--- src/hw/phy_cfg.svh ---
`ifndef PHY_CFG_SVH
`define PHY_CFG_SVH

`define FE_CFG_ADDR 16'h0043
`define SKEW_STS_ADDR 16'h0055
`define STRAP_A_ADDR 16'h006E
`define STRAP_B_ADDR 16'h006F

`define FE_CFG_RESET 16'h07A0
`define FE_CFG_WMASK 16'h0FF7

`define CUTOFF_OFF_BIT 11
`define RECOVERY_MSB 10
`define RECOVERY_LSB 7
`define FORCE_LINK_BIT 6
`define TERNARY_BIT 5
`define GAP_BIT 4
`define SCR_BYPASS_BIT 2
`define ODD_NIBBLE_BIT 1
`define EARLY_VALID_BIT 0

`define SKEW_B_MSB 7
`define SKEW_B_LSB 4
`define SKEW_A_MSB 3
`define SKEW_A_LSB 0
`define SKEW_W 4

`define ST_A_MIRROR_BIT 15
`define ST_A_DOWNSHIFT_BIT 14
`define ST_A_CLK_OUT_BIT 13
`define ST_A_PAR_MAC_BIT 12
`define ST_A_SER_MAC_BIT 11
`define ST_A_AUTO_X_BIT 10
`define ST_A_FORCE_X_BIT 9
`define ST_A_HALF_DUP_BIT 8
`define ST_A_NEG_OFF_BIT 7
`define ST_A_NEG_SEL_BIT 5
`define ST_A_ADDR_MSB 3
`define ST_A_ADDR_LSB 0
`define ST_B_QLD_BIT 10
`define ST_B_TX_MSB 6
`define ST_B_TX_LSB 4
`define ST_B_RX_MSB 2
`define ST_B_RX_LSB 0

`define CLK_FREQ_MHZ 20
`define CUTOFF_TIME_US 1500
`define MS_TIME_US 1000
`define TIMER_W 24

`endif

--- src/hw/phy_cfg_pkg.sv ---
package phy_cfg_pkg;

    typedef struct packed {
        logic [15:0] addr;
        logic [15:0] wdata;
        logic wr;
        logic rd;
    } reg_req_t;

    typedef struct packed {
        logic mirror_on;
        logic downshift_on;
        logic latched_clock_output_off;
        logic latched_parallel_mac_off;
        logic serial_mac_on;
        logic latched_auto_crossover_off;
        logic latched_forced_crossover;
        logic latched_half_duplex;
        logic latched_negotiation_off;
        logic latched_negotiation_select;
        logic [3:0] latched_port_address;
        logic latched_quick_link_drop_on;
        logic [2:0] tx_delay_low;
        logic [2:0] rx_delay_low;
    } strap_pins_t;

    typedef struct packed {
        logic descrambler_cutoff_off;
        logic [3:0] descrambler_recovery_ms;
        logic force_good_link;
        logic enhanced_ternary_detect_on;
        logic enhanced_gap_detect_on;
        logic scrambler_bypass;
        logic odd_nibble_detect_on;
        logic early_receive_valid;
    } fe_ctrl_t;

    typedef enum logic [1:0] {
        RX_IDLE = 2'b00,
        RX_RUN = 2'b01,
        RX_CUT = 2'b10
    } rx_state_t;

    typedef struct packed {
        logic counting;
        logic [3:0] cnt;
        logic [3:0] skew;
    } skew_state_t;

endpackage

--- src/hw/pair_skew_meter.sv ---
`timescale 1ns/10ps
`default_nettype none

module pair_skew_meter (
    input wire logic clk,
    input wire logic rst_n,
    input wire logic ce,
    input wire logic ref_start,
    input wire logic pair_start,
    output logic [3:0] skew
);

    phy_cfg_pkg::skew_state_t q;
    phy_cfg_pkg::skew_state_t n;

    // The count saturates so a lost pair marker cannot wrap into a small, plausible skew.
    always_comb begin
        n = q;
        if (ref_start) begin
            n.cnt = 4'h1;
            n.counting = 1'b1;
        end else if (q.counting && q.cnt != 4'hF) begin
            n.cnt = q.cnt + 4'h1;
        end
        if (pair_start && (ref_start || q.counting)) begin
            n.skew = ref_start ? 4'h0 : q.cnt;
            n.counting = 1'b0;
        end
    end

    always_ff @(posedge clk) begin
        if (!rst_n) begin
            q <= '0;
        end else if (ce) begin
            q <= n;
        end
    end

    assign skew = q.skew;

endmodule // pair_skew_meter

`default_nettype wire

--- src/hw/phy_config_strap_status.sv ---
// Operation
// Bit 11 zero aborts packets over 1.5 ms.
// Bits 10:7 set recovery time in ms.
// Bit 6 forces a good 100 Mbps link.
// Bit 5 enables enhanced ternary detection.
// Bit 4 enables enhanced gap detection.
// Bit 2 bypasses the transmit scrambler.
// Bit 1 flags packets with odd nibbles.
// Bit 0 enables early receive valid.
// Skew bits 7:4 report pair B delay.
// Skew bits 3:0 report pair A delay.
// Status A bit 15 shows mirroring strap.
// Status A bit 14 shows downshift strap.
// Status A bit 13 shows clock-output-off strap.
// Status A bits 12:11 show MAC straps.
// Status A bits 10:9 show crossover straps.
// Status A bits 8:7 show duplex, negotiation.
// Status A bit 5 shows negotiation select.
// Status A bits 3:0 show port address.
// Status B bit 10 shows quick-drop strap.
// Status B bits 6:4 show transmit delay.
// Status B bits 2:0 show receive delay.
// Delay codes are quarter-nanosecond four-bit steps.
// Reserved bits read zero, ignore writes.
// Straps captured once after reset, then held.
`include "phy_cfg.svh"
`timescale 1ns/10ps
`default_nettype none

module phy_config_strap_status #(
    parameter int CUTOFF_CYCLES = `CUTOFF_TIME_US * `CLK_FREQ_MHZ,
    parameter int MS_CYCLES = `MS_TIME_US * `CLK_FREQ_MHZ
) (
    input wire logic clk,
    input wire logic rst_n,
    input wire logic ce,
    input wire phy_cfg_pkg::reg_req_t req,
    output logic [15:0] rdata,
    input wire phy_cfg_pkg::strap_pins_t strap_pins,
    input wire logic rx_active,
    input wire logic rx_nibble_valid,
    input wire logic descrambler_lost,
    input wire logic link_eval_good,
    input wire logic sym_ref,
    input wire logic [1:0] pair_sym_start,
    output phy_cfg_pkg::fe_ctrl_t ctrl,
    output logic rx_abort,
    output logic descrambler_recovering,
    output logic odd_nibble_seen,
    output logic link_good_100,
    output phy_cfg_pkg::strap_pins_t latched_straps,
    output logic [3:0] tx_delay_code,
    output logic [3:0] rx_delay_code
);

    localparam logic [`TIMER_W-1:0] CUT_LAST = `TIMER_W'(CUTOFF_CYCLES - 1);
    localparam logic [`TIMER_W-1:0] MS_LAST = `TIMER_W'(MS_CYCLES - 1);

    typedef struct packed {
        logic [15:0] fe_cfg;
        phy_cfg_pkg::strap_pins_t strap_s1;
        phy_cfg_pkg::strap_pins_t strap_s2;
        phy_cfg_pkg::strap_pins_t strap_lat;
        logic [1:0] fill;
        logic captured;
        logic [15:0] rdata;
        phy_cfg_pkg::rx_state_t rx_state;
        logic [`TIMER_W-1:0] cut_cnt;
        logic abort;
        logic recov;
        logic [`TIMER_W-1:0] ms_cnt;
        logic [3:0] ms_left;
        logic nib_parity;
        logic odd_seen;
        logic link_good;
    } bank_state_t;

    bank_state_t q;
    bank_state_t n;
    logic [`SKEW_W-1:0] pair_skew [2];

    function automatic logic addr_hit(input logic [15:0] a, input logic [15:0] target);
        addr_hit = (a == target);
    endfunction

    function automatic logic [15:0] strap_word_a(input phy_cfg_pkg::strap_pins_t s);
        logic [15:0] w;
        w = 16'h0000;
        w[`ST_A_MIRROR_BIT] = s.mirror_on;
        w[`ST_A_DOWNSHIFT_BIT] = s.downshift_on;
        w[`ST_A_CLK_OUT_BIT] = s.latched_clock_output_off;
        w[`ST_A_PAR_MAC_BIT] = s.latched_parallel_mac_off;
        w[`ST_A_SER_MAC_BIT] = s.serial_mac_on;
        w[`ST_A_AUTO_X_BIT] = s.latched_auto_crossover_off;
        w[`ST_A_FORCE_X_BIT] = s.latched_forced_crossover;
        w[`ST_A_HALF_DUP_BIT] = s.latched_half_duplex;
        w[`ST_A_NEG_OFF_BIT] = s.latched_negotiation_off;
        w[`ST_A_NEG_SEL_BIT] = s.latched_negotiation_select;
        w[`ST_A_ADDR_MSB:`ST_A_ADDR_LSB] = s.latched_port_address;
        strap_word_a = w;
    endfunction

    function automatic logic [15:0] strap_word_b(input phy_cfg_pkg::strap_pins_t s);
        logic [15:0] w;
        w = 16'h0000;
        w[`ST_B_QLD_BIT] = s.latched_quick_link_drop_on;
        w[`ST_B_TX_MSB:`ST_B_TX_LSB] = s.tx_delay_low;
        w[`ST_B_RX_MSB:`ST_B_RX_LSB] = s.rx_delay_low;
        strap_word_b = w;
    endfunction

    // Pair 0 is channel A and pair 1 is channel B, both timed against the common reference.
    generate
        for (genvar i = 0; i < 2; i++) begin : g_pair
            pair_skew_meter u_meter (
                .clk(clk),
                .rst_n(rst_n),
                .ce(ce),
                .ref_start(sym_ref),
                .pair_start(pair_sym_start[i]),
                .skew(pair_skew[i])
            );
        end
    endgenerate

    always_comb begin
        n = q;

        // Strap pins are asynchronous, so they pass two flops before anything reads them.
        n.strap_s1 = strap_pins;
        n.strap_s2 = q.strap_s1;
        if (q.fill != 2'h2) begin
            n.fill = q.fill + 2'h1;
        end
        if (!q.captured && q.fill == 2'h2) begin
            n.strap_lat = q.strap_s2;
            n.captured = 1'b1;
        end

        n.rdata = 16'h0000;
        if (req.rd) begin
            if (addr_hit(req.addr, `FE_CFG_ADDR)) begin
                n.rdata = q.fe_cfg;
            end else if (addr_hit(req.addr, `SKEW_STS_ADDR)) begin
                n.rdata[`SKEW_B_MSB:`SKEW_B_LSB] = pair_skew[1];
                n.rdata[`SKEW_A_MSB:`SKEW_A_LSB] = pair_skew[0];
            end else if (addr_hit(req.addr, `STRAP_A_ADDR)) begin
                n.rdata = strap_word_a(q.strap_lat);
            end else if (addr_hit(req.addr, `STRAP_B_ADDR)) begin
                n.rdata = strap_word_b(q.strap_lat);
            end
        end
        if (req.wr && addr_hit(req.addr, `FE_CFG_ADDR)) begin
            n.fe_cfg = req.wdata & `FE_CFG_WMASK;
        end

        // A packet that outlives the cutoff is dropped until the receiver goes idle again.
        case (q.rx_state)
            phy_cfg_pkg::RX_IDLE: begin
                n.cut_cnt = '0;
                if (rx_active) begin
                    n.rx_state = phy_cfg_pkg::RX_RUN;
                end
            end
            phy_cfg_pkg::RX_RUN: begin
                if (!rx_active) begin
                    n.rx_state = phy_cfg_pkg::RX_IDLE;
                end else if (!q.fe_cfg[`CUTOFF_OFF_BIT] && q.cut_cnt >= CUT_LAST) begin
                    n.rx_state = phy_cfg_pkg::RX_CUT;
                end else if (q.cut_cnt != CUT_LAST) begin
                    n.cut_cnt = q.cut_cnt + `TIMER_W'(1);
                end
            end
            phy_cfg_pkg::RX_CUT: begin
                if (!rx_active) begin
                    n.rx_state = phy_cfg_pkg::RX_IDLE;
                end
            end
            default: begin
                n.rx_state = phy_cfg_pkg::RX_IDLE;
            end
        endcase
        n.abort = (q.rx_state == phy_cfg_pkg::RX_RUN) && (n.rx_state == phy_cfg_pkg::RX_CUT);

        // The recovery length is taken when lock is lost; a later write applies to the next loss.
        if (descrambler_lost) begin
            n.ms_cnt = '0;
            n.ms_left = q.fe_cfg[`RECOVERY_MSB:`RECOVERY_LSB];
            n.recov = (q.fe_cfg[`RECOVERY_MSB:`RECOVERY_LSB] != 4'h0);
        end else if (q.recov) begin
            if (q.ms_cnt >= MS_LAST) begin
                n.ms_cnt = '0;
                n.ms_left = q.ms_left - 4'h1;
                n.recov = (q.ms_left != 4'h1);
            end else begin
                n.ms_cnt = q.ms_cnt + `TIMER_W'(1);
            end
        end

        n.odd_seen = 1'b0;
        if (q.rx_state == phy_cfg_pkg::RX_IDLE) begin
            n.nib_parity = rx_nibble_valid;
        end else if (!rx_active) begin
            n.odd_seen = q.fe_cfg[`ODD_NIBBLE_BIT] && q.nib_parity;
            n.nib_parity = 1'b0;
        end else if (rx_nibble_valid) begin
            n.nib_parity = ~q.nib_parity;
        end

        n.link_good = q.fe_cfg[`FORCE_LINK_BIT] | link_eval_good;
    end

    always_ff @(posedge clk) begin
        if (!rst_n) begin
            q <= '0;
            q.fe_cfg <= `FE_CFG_RESET;
            q.rx_state <= phy_cfg_pkg::RX_IDLE;
        end else if (ce) begin
            q <= n;
        end
    end

    assign rdata = q.rdata;
    assign rx_abort = q.abort;
    assign descrambler_recovering = q.recov;
    assign odd_nibble_seen = q.odd_seen;
    assign link_good_100 = q.link_good;
    assign latched_straps = q.strap_lat;

    assign ctrl.descrambler_cutoff_off = q.fe_cfg[`CUTOFF_OFF_BIT];
    assign ctrl.descrambler_recovery_ms = q.fe_cfg[`RECOVERY_MSB:`RECOVERY_LSB];
    assign ctrl.force_good_link = q.fe_cfg[`FORCE_LINK_BIT];
    assign ctrl.enhanced_ternary_detect_on = q.fe_cfg[`TERNARY_BIT];
    assign ctrl.enhanced_gap_detect_on = q.fe_cfg[`GAP_BIT];
    assign ctrl.scrambler_bypass = q.fe_cfg[`SCR_BYPASS_BIT];
    assign ctrl.odd_nibble_detect_on = q.fe_cfg[`ODD_NIBBLE_BIT];
    assign ctrl.early_receive_valid = q.fe_cfg[`EARLY_VALID_BIT];

    // Straps give only the low three code bits, so the delay line sees codes 0 to 7.
    assign tx_delay_code = {1'b0, q.strap_lat.tx_delay_low};
    assign rx_delay_code = {1'b0, q.strap_lat.rx_delay_low};

endmodule // phy_config_strap_status

`default_nettype wire

--- config.mk ---
export PLATFORM = sky130hd
export DESIGN_NAME = phy_config_strap_status
export DESIGN_NICKNAME = d
export VERILOG_FILES = /design/src/hw/phy_cfg_pkg.sv /design/src/hw/pair_skew_meter.sv /design/src/hw/phy_config_strap_status.sv
export VERILOG_INCLUDE_DIRS = /design/src /design/src/hw
export SDC_FILE = /design/constraint.sdc
export NUM_CORES = 1
export LEC_CHECK = 0
export ABC_AREA = 0
export ABC_CLOCK_PERIOD_IN_PS = 5500
export BUFFER_PORTS_ARGS = -buffer_cell sky130_fd_sc_hd__buf_2
export CORE_ASPECT_RATIO = 0.5
export CORE_MARGIN = 5
export CORE_UTILIZATION = 45
export DETAILED_ROUTE_END_ITERATION = 6
export HOLD_SLACK_MARGIN = 0.03
export PLACE_DENSITY = 0.68
export SETUP_SLACK_MARGIN = 0.05
export SLEW_MARGIN = 20
export SYNTH_ARGS = -nofsm -noshare
export SYNTH_HDL_FRONTEND = slang
export SYNTH_SLANG_ARGS = --single-unit
--- constraint.sdc ---
create_clock -name clk -period 5.5 [get_ports clk]
set_input_delay 1.1 -clock clk [delete_from_list [all_inputs] [get_ports clk]]
set_output_delay 1.1 -clock clk [all_outputs]
set_load 0.01 [all_outputs]
== Word-level counts from Yosys, hierarchy flattened ==
Index checks and enable logic that the tools add are counted.

* Input bits: 65
* Logic and storage cells: 157
* Register bits: 170
* Output and inout bits: 60

* Muxes and demuxes: 34
* Equality and inequality tests: 17
* Bitwise operators: 2
* Reduce and logical (&&, ||, !) cells: 35
* Magnitude comparators: 2
* Add/sub/neg operators: 6

{| class="wikitable"
|+ Operators by type and width
! kind !! number
|-
| $mux W24 || 4
|-
| $eq A16 B7 Y1 const B || 4
|-
| $mux W29 || 2
|-
| $add A24 B1 Y24 const B || 2
|-
| $ge A24 B15 Y1 const B || 2
|-
| $mux W16 || 3
|-
| $pmux W24 S2 || 1
|-
| $mux W4 || 7
|-
| $ne A24 B15 Y1 const B || 1
|-
| $reduce_and A2 Y1 || 11
|-
| $mux W8 || 2
|-
| $reduce_bool A2 Y1 || 7
|-
| $mux W11 || 1
|-
| $logic_and A1 B1 Y1 || 9
|-
| $mux W1 || 9
|-
| $add A4 B1 Y4 const B || 2
|-
| $mux W2 || 4
|-
| $ne A2 B2 Y1 const B || 4
|-
| $ne A4 B4 Y1 const B || 2
|-
| $eq A2 B2 Y1 const B || 3
|-
| $pmux W2 S3 || 1
|-
| $reduce_and A5 Y1 || 1
|-
| $ne A4 B1 Y1 const B || 1
|-
| $reduce_bool A4 Y1 || 1
|-
| other kinds (10) || 12
|}

== Depth between registers and ports, before layout ==
Gate-level depths: netlist of run 1.

* Depth after elaboration: 7
* Gate-level depth with buffers: 8
* Gate-level depth less buffers: 7

== Hierarchy ==
A second synthesis of run 1 with hierarchy kept.

* Cells, all modules: 916
* Area, all modules: 7830.0 um^2

{| class="wikitable"
|+ By module, submodules not included
! module !! sequential area each (um^2) !! instances !! area an instance (um^2) !! cells an instance
|-
| phy_config_strap_status || 3042.9 || 1 || 6904.1 || 814
|-
| pair_skew_meter || 180.2 || 2 || 462.9 || 51
|}

== Worst setup path after synthesis of run 1 ==
OpenSTA, ideal clock, no wires.

* Path kind: input -> register
* From: input port req[25] in the netlist's numbering
* To: register q (netlist bit ctrl[4])
* Library setup time: 0.128 ns
* Stages: 6
* Setup slack: 2.846 ns
* Arrival time: 2.526 ns
* Path buffers: 1
* Data required time: 5.372 ns
* Path through: nor4b_1 > nand4_1 > nor3_1 > buf_2 > mux2i_1 > nand2_1

* Longest elaborated chain between the ends: 3

{| class="wikitable"
|+ Ends and longest elaborated chain
! item !! RTL line !! source
|-
| from (decl) || phy_config_strap_status.sv:37 || <nowiki>input wire phy_cfg_pkg::reg_req_t req,</nowiki>
|-
| $eq A16 B7 Y1 || phy_config_strap_status.sv:83 || <nowiki>addr_hit = (a == target);</nowiki>
|-
| $logic_and A1 B1 Y1 || phy_config_strap_status.sv:153 || <nowiki>if (req.wr && addr_hit(req.addr, `FE_CFG_ADDR)) begin</nowiki>
|-
| $reduce_and A2 Y1 (no source line) || -- ||
|-
| to (signal assigned) || phy_config_strap_status.sv:219 || <nowiki>q <= n;</nowiki>
|-
| to (decl) || phy_config_strap_status.sv:78 || <nowiki>bank_state_t q;</nowiki>
|}

Every way passes these cells.
A chain may end at the register's enable or synchronous reset.

== Worst setup path in the final report of run 1 ==
* From: input port ce
* To: register q[53] in the netlist's numbering

* Longest elaborated chain between the ends: 1

{| class="wikitable"
|+ Ends and longest elaborated chain
! item !! RTL line !! source
|-
| from (decl) || phy_config_strap_status.sv:36 || <nowiki>input wire logic ce,</nowiki>
|-
| $reduce_and A5 Y1 (no source line) || -- ||
|}

Every way passes these cells.

==> flow_summary.toml, run 1 <==
[pwr]
power.static_leakage_nw = 3.32
ir_drop_mv = 0.212
total_power_mw = 2.72
p_per_area_mw_per_mm2 = 308

[detailed_routing]
totalWireLength_mm = 18.9
num_vias = 6627
drtIter0Drc = 349
wl_per_cell_um = 15.7
drc = 0
post_drt_via_cell_ratio = 5.50
drtPass1Iterations = 5
antenna_left = 0

[floorplanning]
start_util = 0.457
coreArea_mm2 = 0.0173
placementRows = 34
die_h_um = 104
dieArea_mm2 = 0.0205
io_pins = 125
die_w_um = 198

[timing]
rsz0062_at_grt = "no"
skew_ns = 0.00867
final.period_utilization = 0.600
fmax_mhz = 303
finalWorstSetupSlack_ns = 2.20
tightestPinTransition_ns = 1.04
fin_hold_ws_ns = 0.447
maxSlewHeadroom = 0.307
min_period_ns = 3.30
report.final.slew_viol_count = 0
setup_tns_ns = 0
setup_viol_count_final = 0
hold_viol_final = 0

[clocking]
cts_made_buffers = 17
cts_setup_buffers = 0
ctsResizeCount = 0
cts_buffer_depth = 2
cts.clk_slew.worst_paths_ns = 0.07
root_buffer = "clkbuf_16"
cts.sinks = 170
cts_tree = "yes"
clock_latency_ns = 0.42
cts_max_level = 4
hold_buffers = 0

[place]
place_area_mm2 = 0.00823
gp_congestion = 0.848
dpl_worst_slack_ns = 1.74
dp.cells = 1173
hpwl_mm = 13.0
portBuffers = 117

[critical_path]
cpMostUsedCell = "buf_4"
critPathBufInv = 3
critPathMaxStageDelay_ns = 0.52
critical_path_depth = 7
crit_required_ns = 5.84
crit_family = "buffers and inverters"
reg2reg_depth = 7
reg2reg_from = "q[33]$_SDFFE_PN0P_"
crit_start = "ce"
path_cells = "buf_4, inv_1, a211oi_1, o21ai_2, buf_4, or4_1, a21oi_1"
cp_data_arrival_time_ns = 3.64
critPathSlowestCell = "a211oi_1"
cp_max_fo = 30
critical_path.endpoint_type = "flop"
crit_path_end = "q[53]$_SDFFE_PN0P_"
ff2ff_setup_slack_ns = 3.10
crit_type = "input port to flop"
worstSetupStartpointType = "input port"
r2r_end = "q[51]$_SDFFE_PN0P_"

[layout]
layout_commonest_cell = "dfxtp_1"
fin_area_mm2 = 0.00886
final_cell_mix = "dfxtp_1, buf_2, nor2_1"
post-route-util = 0.512
area_delta_synth_final_pct = 11.9
diodes = 0
final_layout_size_suffix_gt1_frac = 0.180
layout.cells.non_filler = 1205
final_nets = 1030

[synthesis]
synthAdderAreaFrac = 0.0111
syn_area_mm2 = 0.00792
postSynth.asyncResetShare = 0
synth_edf_count = 0
syn_area_per_cell_um2 = 8.58
seq_area_frac_synth = 0.430
yosysWarnings = 0
synth_xor_area_frac = 0.0265
synth.distinct_cells = 61
synthMuxAreaShare = 0.0817
synthSimpleGateAreaFrac = 0.230
synth_top_family_by_area = "simple AND/OR/NAND/NOR gates"
synth_compound_area_frac = 0.135
synth_ff_type = "dfxtp_1"
synth_cells = 923
synth-seq-cells = 170

[grt]
grt_pass1_wl_mm = 30.7
antenna_found_initial = 0
overflow = 0
grt_usage = 0.181
grt_pass1_vias = 6141
grt_max_degree = 103

[job]
maxCapViolCount = 0

[outcome]
status = "completed"

[min_path]
hold_class = "flop to flop"
## flip-flops by register name, indices dropped and copies added, names as in the netlist, 8 cells and up
register / count
ctrl: 11
g_pair.u_meter.q: 10
g_pair.u_meter.skew: 8
latched_straps: 21
n: 21
q: 79
rdata: 16
## routing by layer
layer / vias to the layer above / GRT usage / routed length (um)
li1: 3308 / - / -
met1: 3169 / 0.245 / 8860
met2: 126 / 0.290 / 9110
met3: 24 / 0.0337 / 599
met4: 0 / 0.0624 / 323
met5: - / 0 / 0
## final cells by class
cell class	count	area [um2]
Tap cell	234	293
Clock inverter	12	175
Clock buffer	20	457
Timing Repair Buffer	123	633
Sequential cell	170	3400
Inverter	12	46.3
Multi-Input combinational cell	634	3850
Fill cell	1652	8460
## cells in the mapped netlist, drive strengths merged, types with 4 or more instances
| cell type | count | area [um2] |
|---|---|---|
| ha | 7 | 87.6 |
| nand3b | 4 | 30.0 |
| inv | 12 | 45.0 |
| and4 | 4 | 35.0 |
| or2 | 6 | 37.5 |
| o31ai | 23 | 178 |
| nor4 | 15 | 115 |
| mux2 | 5 | 56.3 |
| o21ai | 26 | 130 |
| nor3b | 7 | 52.6 |
| and2 | 8 | 50.1 |
| and3 | 5 | 31.3 |
| clkbuf | 42 | 158 |
| buf | 66 | 478 |
| a22oi | 8 | 60.1 |
| o211ai | 4 | 30.0 |
| xnor2 | 19 | 166 |
| nor2b | 4 | 25.0 |
| xor2 | 5 | 43.8 |
| a21oi | 73 | 365 |
| nor2 | 100 | 375 |
| nand2b | 7 | 43.8 |
| mux2i | 59 | 591 |
| nor3 | 37 | 185 |
| nand2 | 97 | 364 |
| or4 | 18 | 135 |
| dfxtp | 170 | 3400 |
| a211oi | 10 | 75.1 |
| nand3 | 26 | 130 |
| nand4 | 17 | 106 |
## kinds of logic (layout without fill, tap and decap cells)
logic type | Yosys count | after routing
fa+ha+maj | 7 | 7
flops | 170 | 170
mux | 64 | 64
buf+inv | 120 | 167
other cells | 1 | 2
simple gates | 367 | 367
xor+xnor | 24 | 24
compound gates | 170 | 170
## tightest hold or removal path, cell delays in order (launching register included)
cell,delay (ns)
dfxtp_1,0.31
nand2_1,0.05
a21oi_1,0.05
## where the power goes
group          internal (mW)  switching [mW]  leakage, nW  total, mW
Combinational         0.0604           0.102         1.64      0.163
Clock                  0.755           0.532        0.308       1.29
Sequential              1.26          0.0189         1.38       1.27
## worst min path at each step
| stage | start | endpoint | slack [ns] | cells after the start |
|---|---|---|---|---|
| finish | q[100]$_SDFFE_PN0P_ | latched_straps[1]$_SDFFE_PN0P_ | 0.45 | 2 |
| global placement | rdata[5]$_SDFFE_PN0P_ | rdata[5]$_SDFFE_PN0P_ | 0.43 | 2 |
| floorplan | rdata[10]$_SDFFE_PN0P_ | rdata[10]$_SDFFE_PN0P_ | 0.43 | 2 |
| detailed placement | rdata[10]$_SDFFE_PN0P_ | rdata[10]$_SDFFE_PN0P_ | 0.44 | 2 |
| global route | q[100]$_SDFFE_PN0P_ | latched_straps[1]$_SDFFE_PN0P_ | 0.47 | 2 |
| CTS | q[100]$_SDFFE_PN0P_ | latched_straps[1]$_SDFFE_PN0P_ | 0.45 | 2 |
Note: power is estimated with default switching activity, not from simulation.
==> run 2: changes to the inputs <==
--- a/config.mk
+++ b/config.mk
@@ -7,7 +7,7 @@
 export NUM_CORES = 1
 export LEC_CHECK = 0
 export ABC_AREA = 0
-export ABC_CLOCK_PERIOD_IN_PS = 5500
+export ABC_CLOCK_PERIOD_IN_PS = 3300
 export BUFFER_PORTS_ARGS = -buffer_cell sky130_fd_sc_hd__buf_2
 export CORE_ASPECT_RATIO = 0.5
 export CORE_MARGIN = 5
==> constraint.sdc (replaced) <==
create_clock -name clk -period 3.3 [get_ports clk]
set_input_delay 0.66 -clock clk [delete_from_list [all_inputs] [get_ports clk]]
set_output_delay 0.66 -clock clk [all_outputs]
set_load 0.01 [all_outputs]
==> run 2 against run 1 <==
Effect of this change: register-to-register slack got worse by 2.2 ns; global-route usage up 0.31 points; sequential cell count stayed put; first-iteration DRC count rose by 14%; count of clock-buffer cells in the layout unchanged; clock power rose by 62%; wire length increased by 0.74%; setup slack worse by 1.3 ns; sequential share of layout area down 0.11 points; design area increased by 0.30%; largest cell class unchanged; largest power group is now registers; highest routed layer unchanged.
==> flow_summary.toml, run 2 (synthesized netlist as in run 1, its figures left out) <==
[timing]
fmax_mhz = 411
finalWorstSetupSlack_ns = 0.867
final.period_utilization = 0.737
setup_viol_count_final = 0
rsz0062_at_grt = "no"
min_period_ns = 2.43
setup_tns_ns = 0
skew_ns = 0.0115
maxSlewHeadroom = 0.420
tightestPinTransition_ns = 0.870
hold_viol_final = 0
report.final.slew_viol_count = 0

[clocking]
cts_setup_buffers = 0
hold_buffers = 0
cts_made_buffers = 17
cts_buffer_depth = 2
cts.clk_slew.worst_paths_ns = 0.06
ctsResizeCount = 0
root_buffer = "clkbuf_16"
cts_tree = "yes"
cts.sinks = 170
clock_latency_ns = 0.42
cts_max_level = 4

[critical_path]
path_cells = "nor4_1, nand4b_1, o21ai_2, buf_4, nor4_1, mux2i_1"
critPathBufInv = 1
cpMostUsedCell = "nor4_1"
worstSetupStartpointType = "flop"
crit_family = "simple AND/OR/NAND/NOR gates"
critPathMaxStageDelay_ns = 0.62
crit_required_ns = 3.59
cp_max_fo = 21
critPathSlowestCell = "o21ai_2"
critical_path.endpoint_type = "flop"
crit_type = "flop to flop"
cp_data_arrival_time_ns = 2.72

[layout]
final_nets = 1036
layout_commonest_cell = "dfxtp_1"
final_cell_mix = "dfxtp_1, buf_2, nor2_1"
post-route-util = 0.513
fill_cells = 1609
final_layout_size_suffix_gt1_frac = 0.183
area_delta_synth_final_pct = 12.2
largest_reg_flops = 79
regMostFlops = "q"
diodes = 0

[place]
dpl_worst_slack_ns = 0.596
hpwl_mm = 13.2
gp_congestion = 0.858
portBuffers = 117

[floorplanning]
placementRows = 34
die_h_um = 104
io_pins = 125
start_util = 0.457
coreArea_mm2 = 0.0173
dieArea_mm2 = 0.0205
die_w_um = 198

[pwr]
power.static_leakage_nw = 3.35
p_per_area_mw_per_mm2 = 506
ir_drop_mv = 0.377

[grt]
grt_pass1_vias = 6210
grt_usage = 0.184
overflow = 0
antenna_found_initial = 0
grt_pass1_wl_mm = 31.3
grt_max_degree = 85

[detailed_routing]
post_drt_via_cell_ratio = 5.44
totalWireLength_mm = 19.0
wl_per_cell_um = 15.7
num_vias = 6585
antenna_left = 0
drtIter0Drc = 399
drc = 0
drtPass1Iterations = 5

[outcome]
status = "completed"

[job]
maxCapViolCount = 0

[min_path]
hold_class = "input port to flop"
-- run 2: path summary, 6_finish.rpt --
kind | from | to | cells past startpoint | slack [ns]
worst max-delay path | q[53]$_SDFFE_PN0P_ | q[56]$_SDFFE_PN0P_ | 6 | 0.87
worst min-delay path | pair_sym_start[1] | g_pair[1].u_meter.q[8]$_SDFFE_PN0P_ | 2 | 0.44
worst max register to register | q[53]$_SDFFE_PN0P_ | q[56]$_SDFFE_PN0P_ | 6 | 0.87
worst min register to register | q[107]$_SDFFE_PN0P_ | latched_straps[8]$_SDFFE_PN0P_ | 2 | 0.45
-- run 2: routing by layer --
layer / up-vias / part of all wire / global-route usage
met5: - / 0 / 0
met4: 0 / 0.015 / 0.0535
met3: 24 / 0.035 / 0.0386
met2: 119 / 0.48 / 0.297
met1: 3123 / 0.47 / 0.249
li1: 3319 / - / -
-- run 2: cell type report --
class                   instances  area (um2)  share of cell area
repair buffers                129         678              0.0763
multi-input cells             634        3850               0.433
well taps                     234         293              0.0330
flip-flops and latches        170        3400               0.383
inverters                      12        46.3             0.00521
clock inverters                11         160              0.0180
clock buffers                  20         457              0.0514
-- run 2: power breakdown --
| group | leakage, nW | switching [mW] | internal (mW) | total [mW] |
|---|---|---|---|---|
| sequential | 1.38 | 0.0320 | 2.09 | 2.13 |
| combinational | 1.67 | 0.171 | 0.105 | 0.276 |
| clock | 0.301 | 0.847 | 1.25 | 2.09 |
| total | 3.35 | 1.05 | 3.45 | 4.50 |
-- run 2: per-stage QoR --
step	area, um2	power, mW	hold slack, ns	cells
2_1_floorplan	7920	2.35	0.426	924
3_3_place_gp	8270	2.44	0.435	1179
3_5_place_dp	8270	2.45	0.442	1179
4_1_cts	8880	4.53	0.427	1210
5_1_grt	8880	4.67	0.444	1210
6_report	8880	4.50	0.442	1210
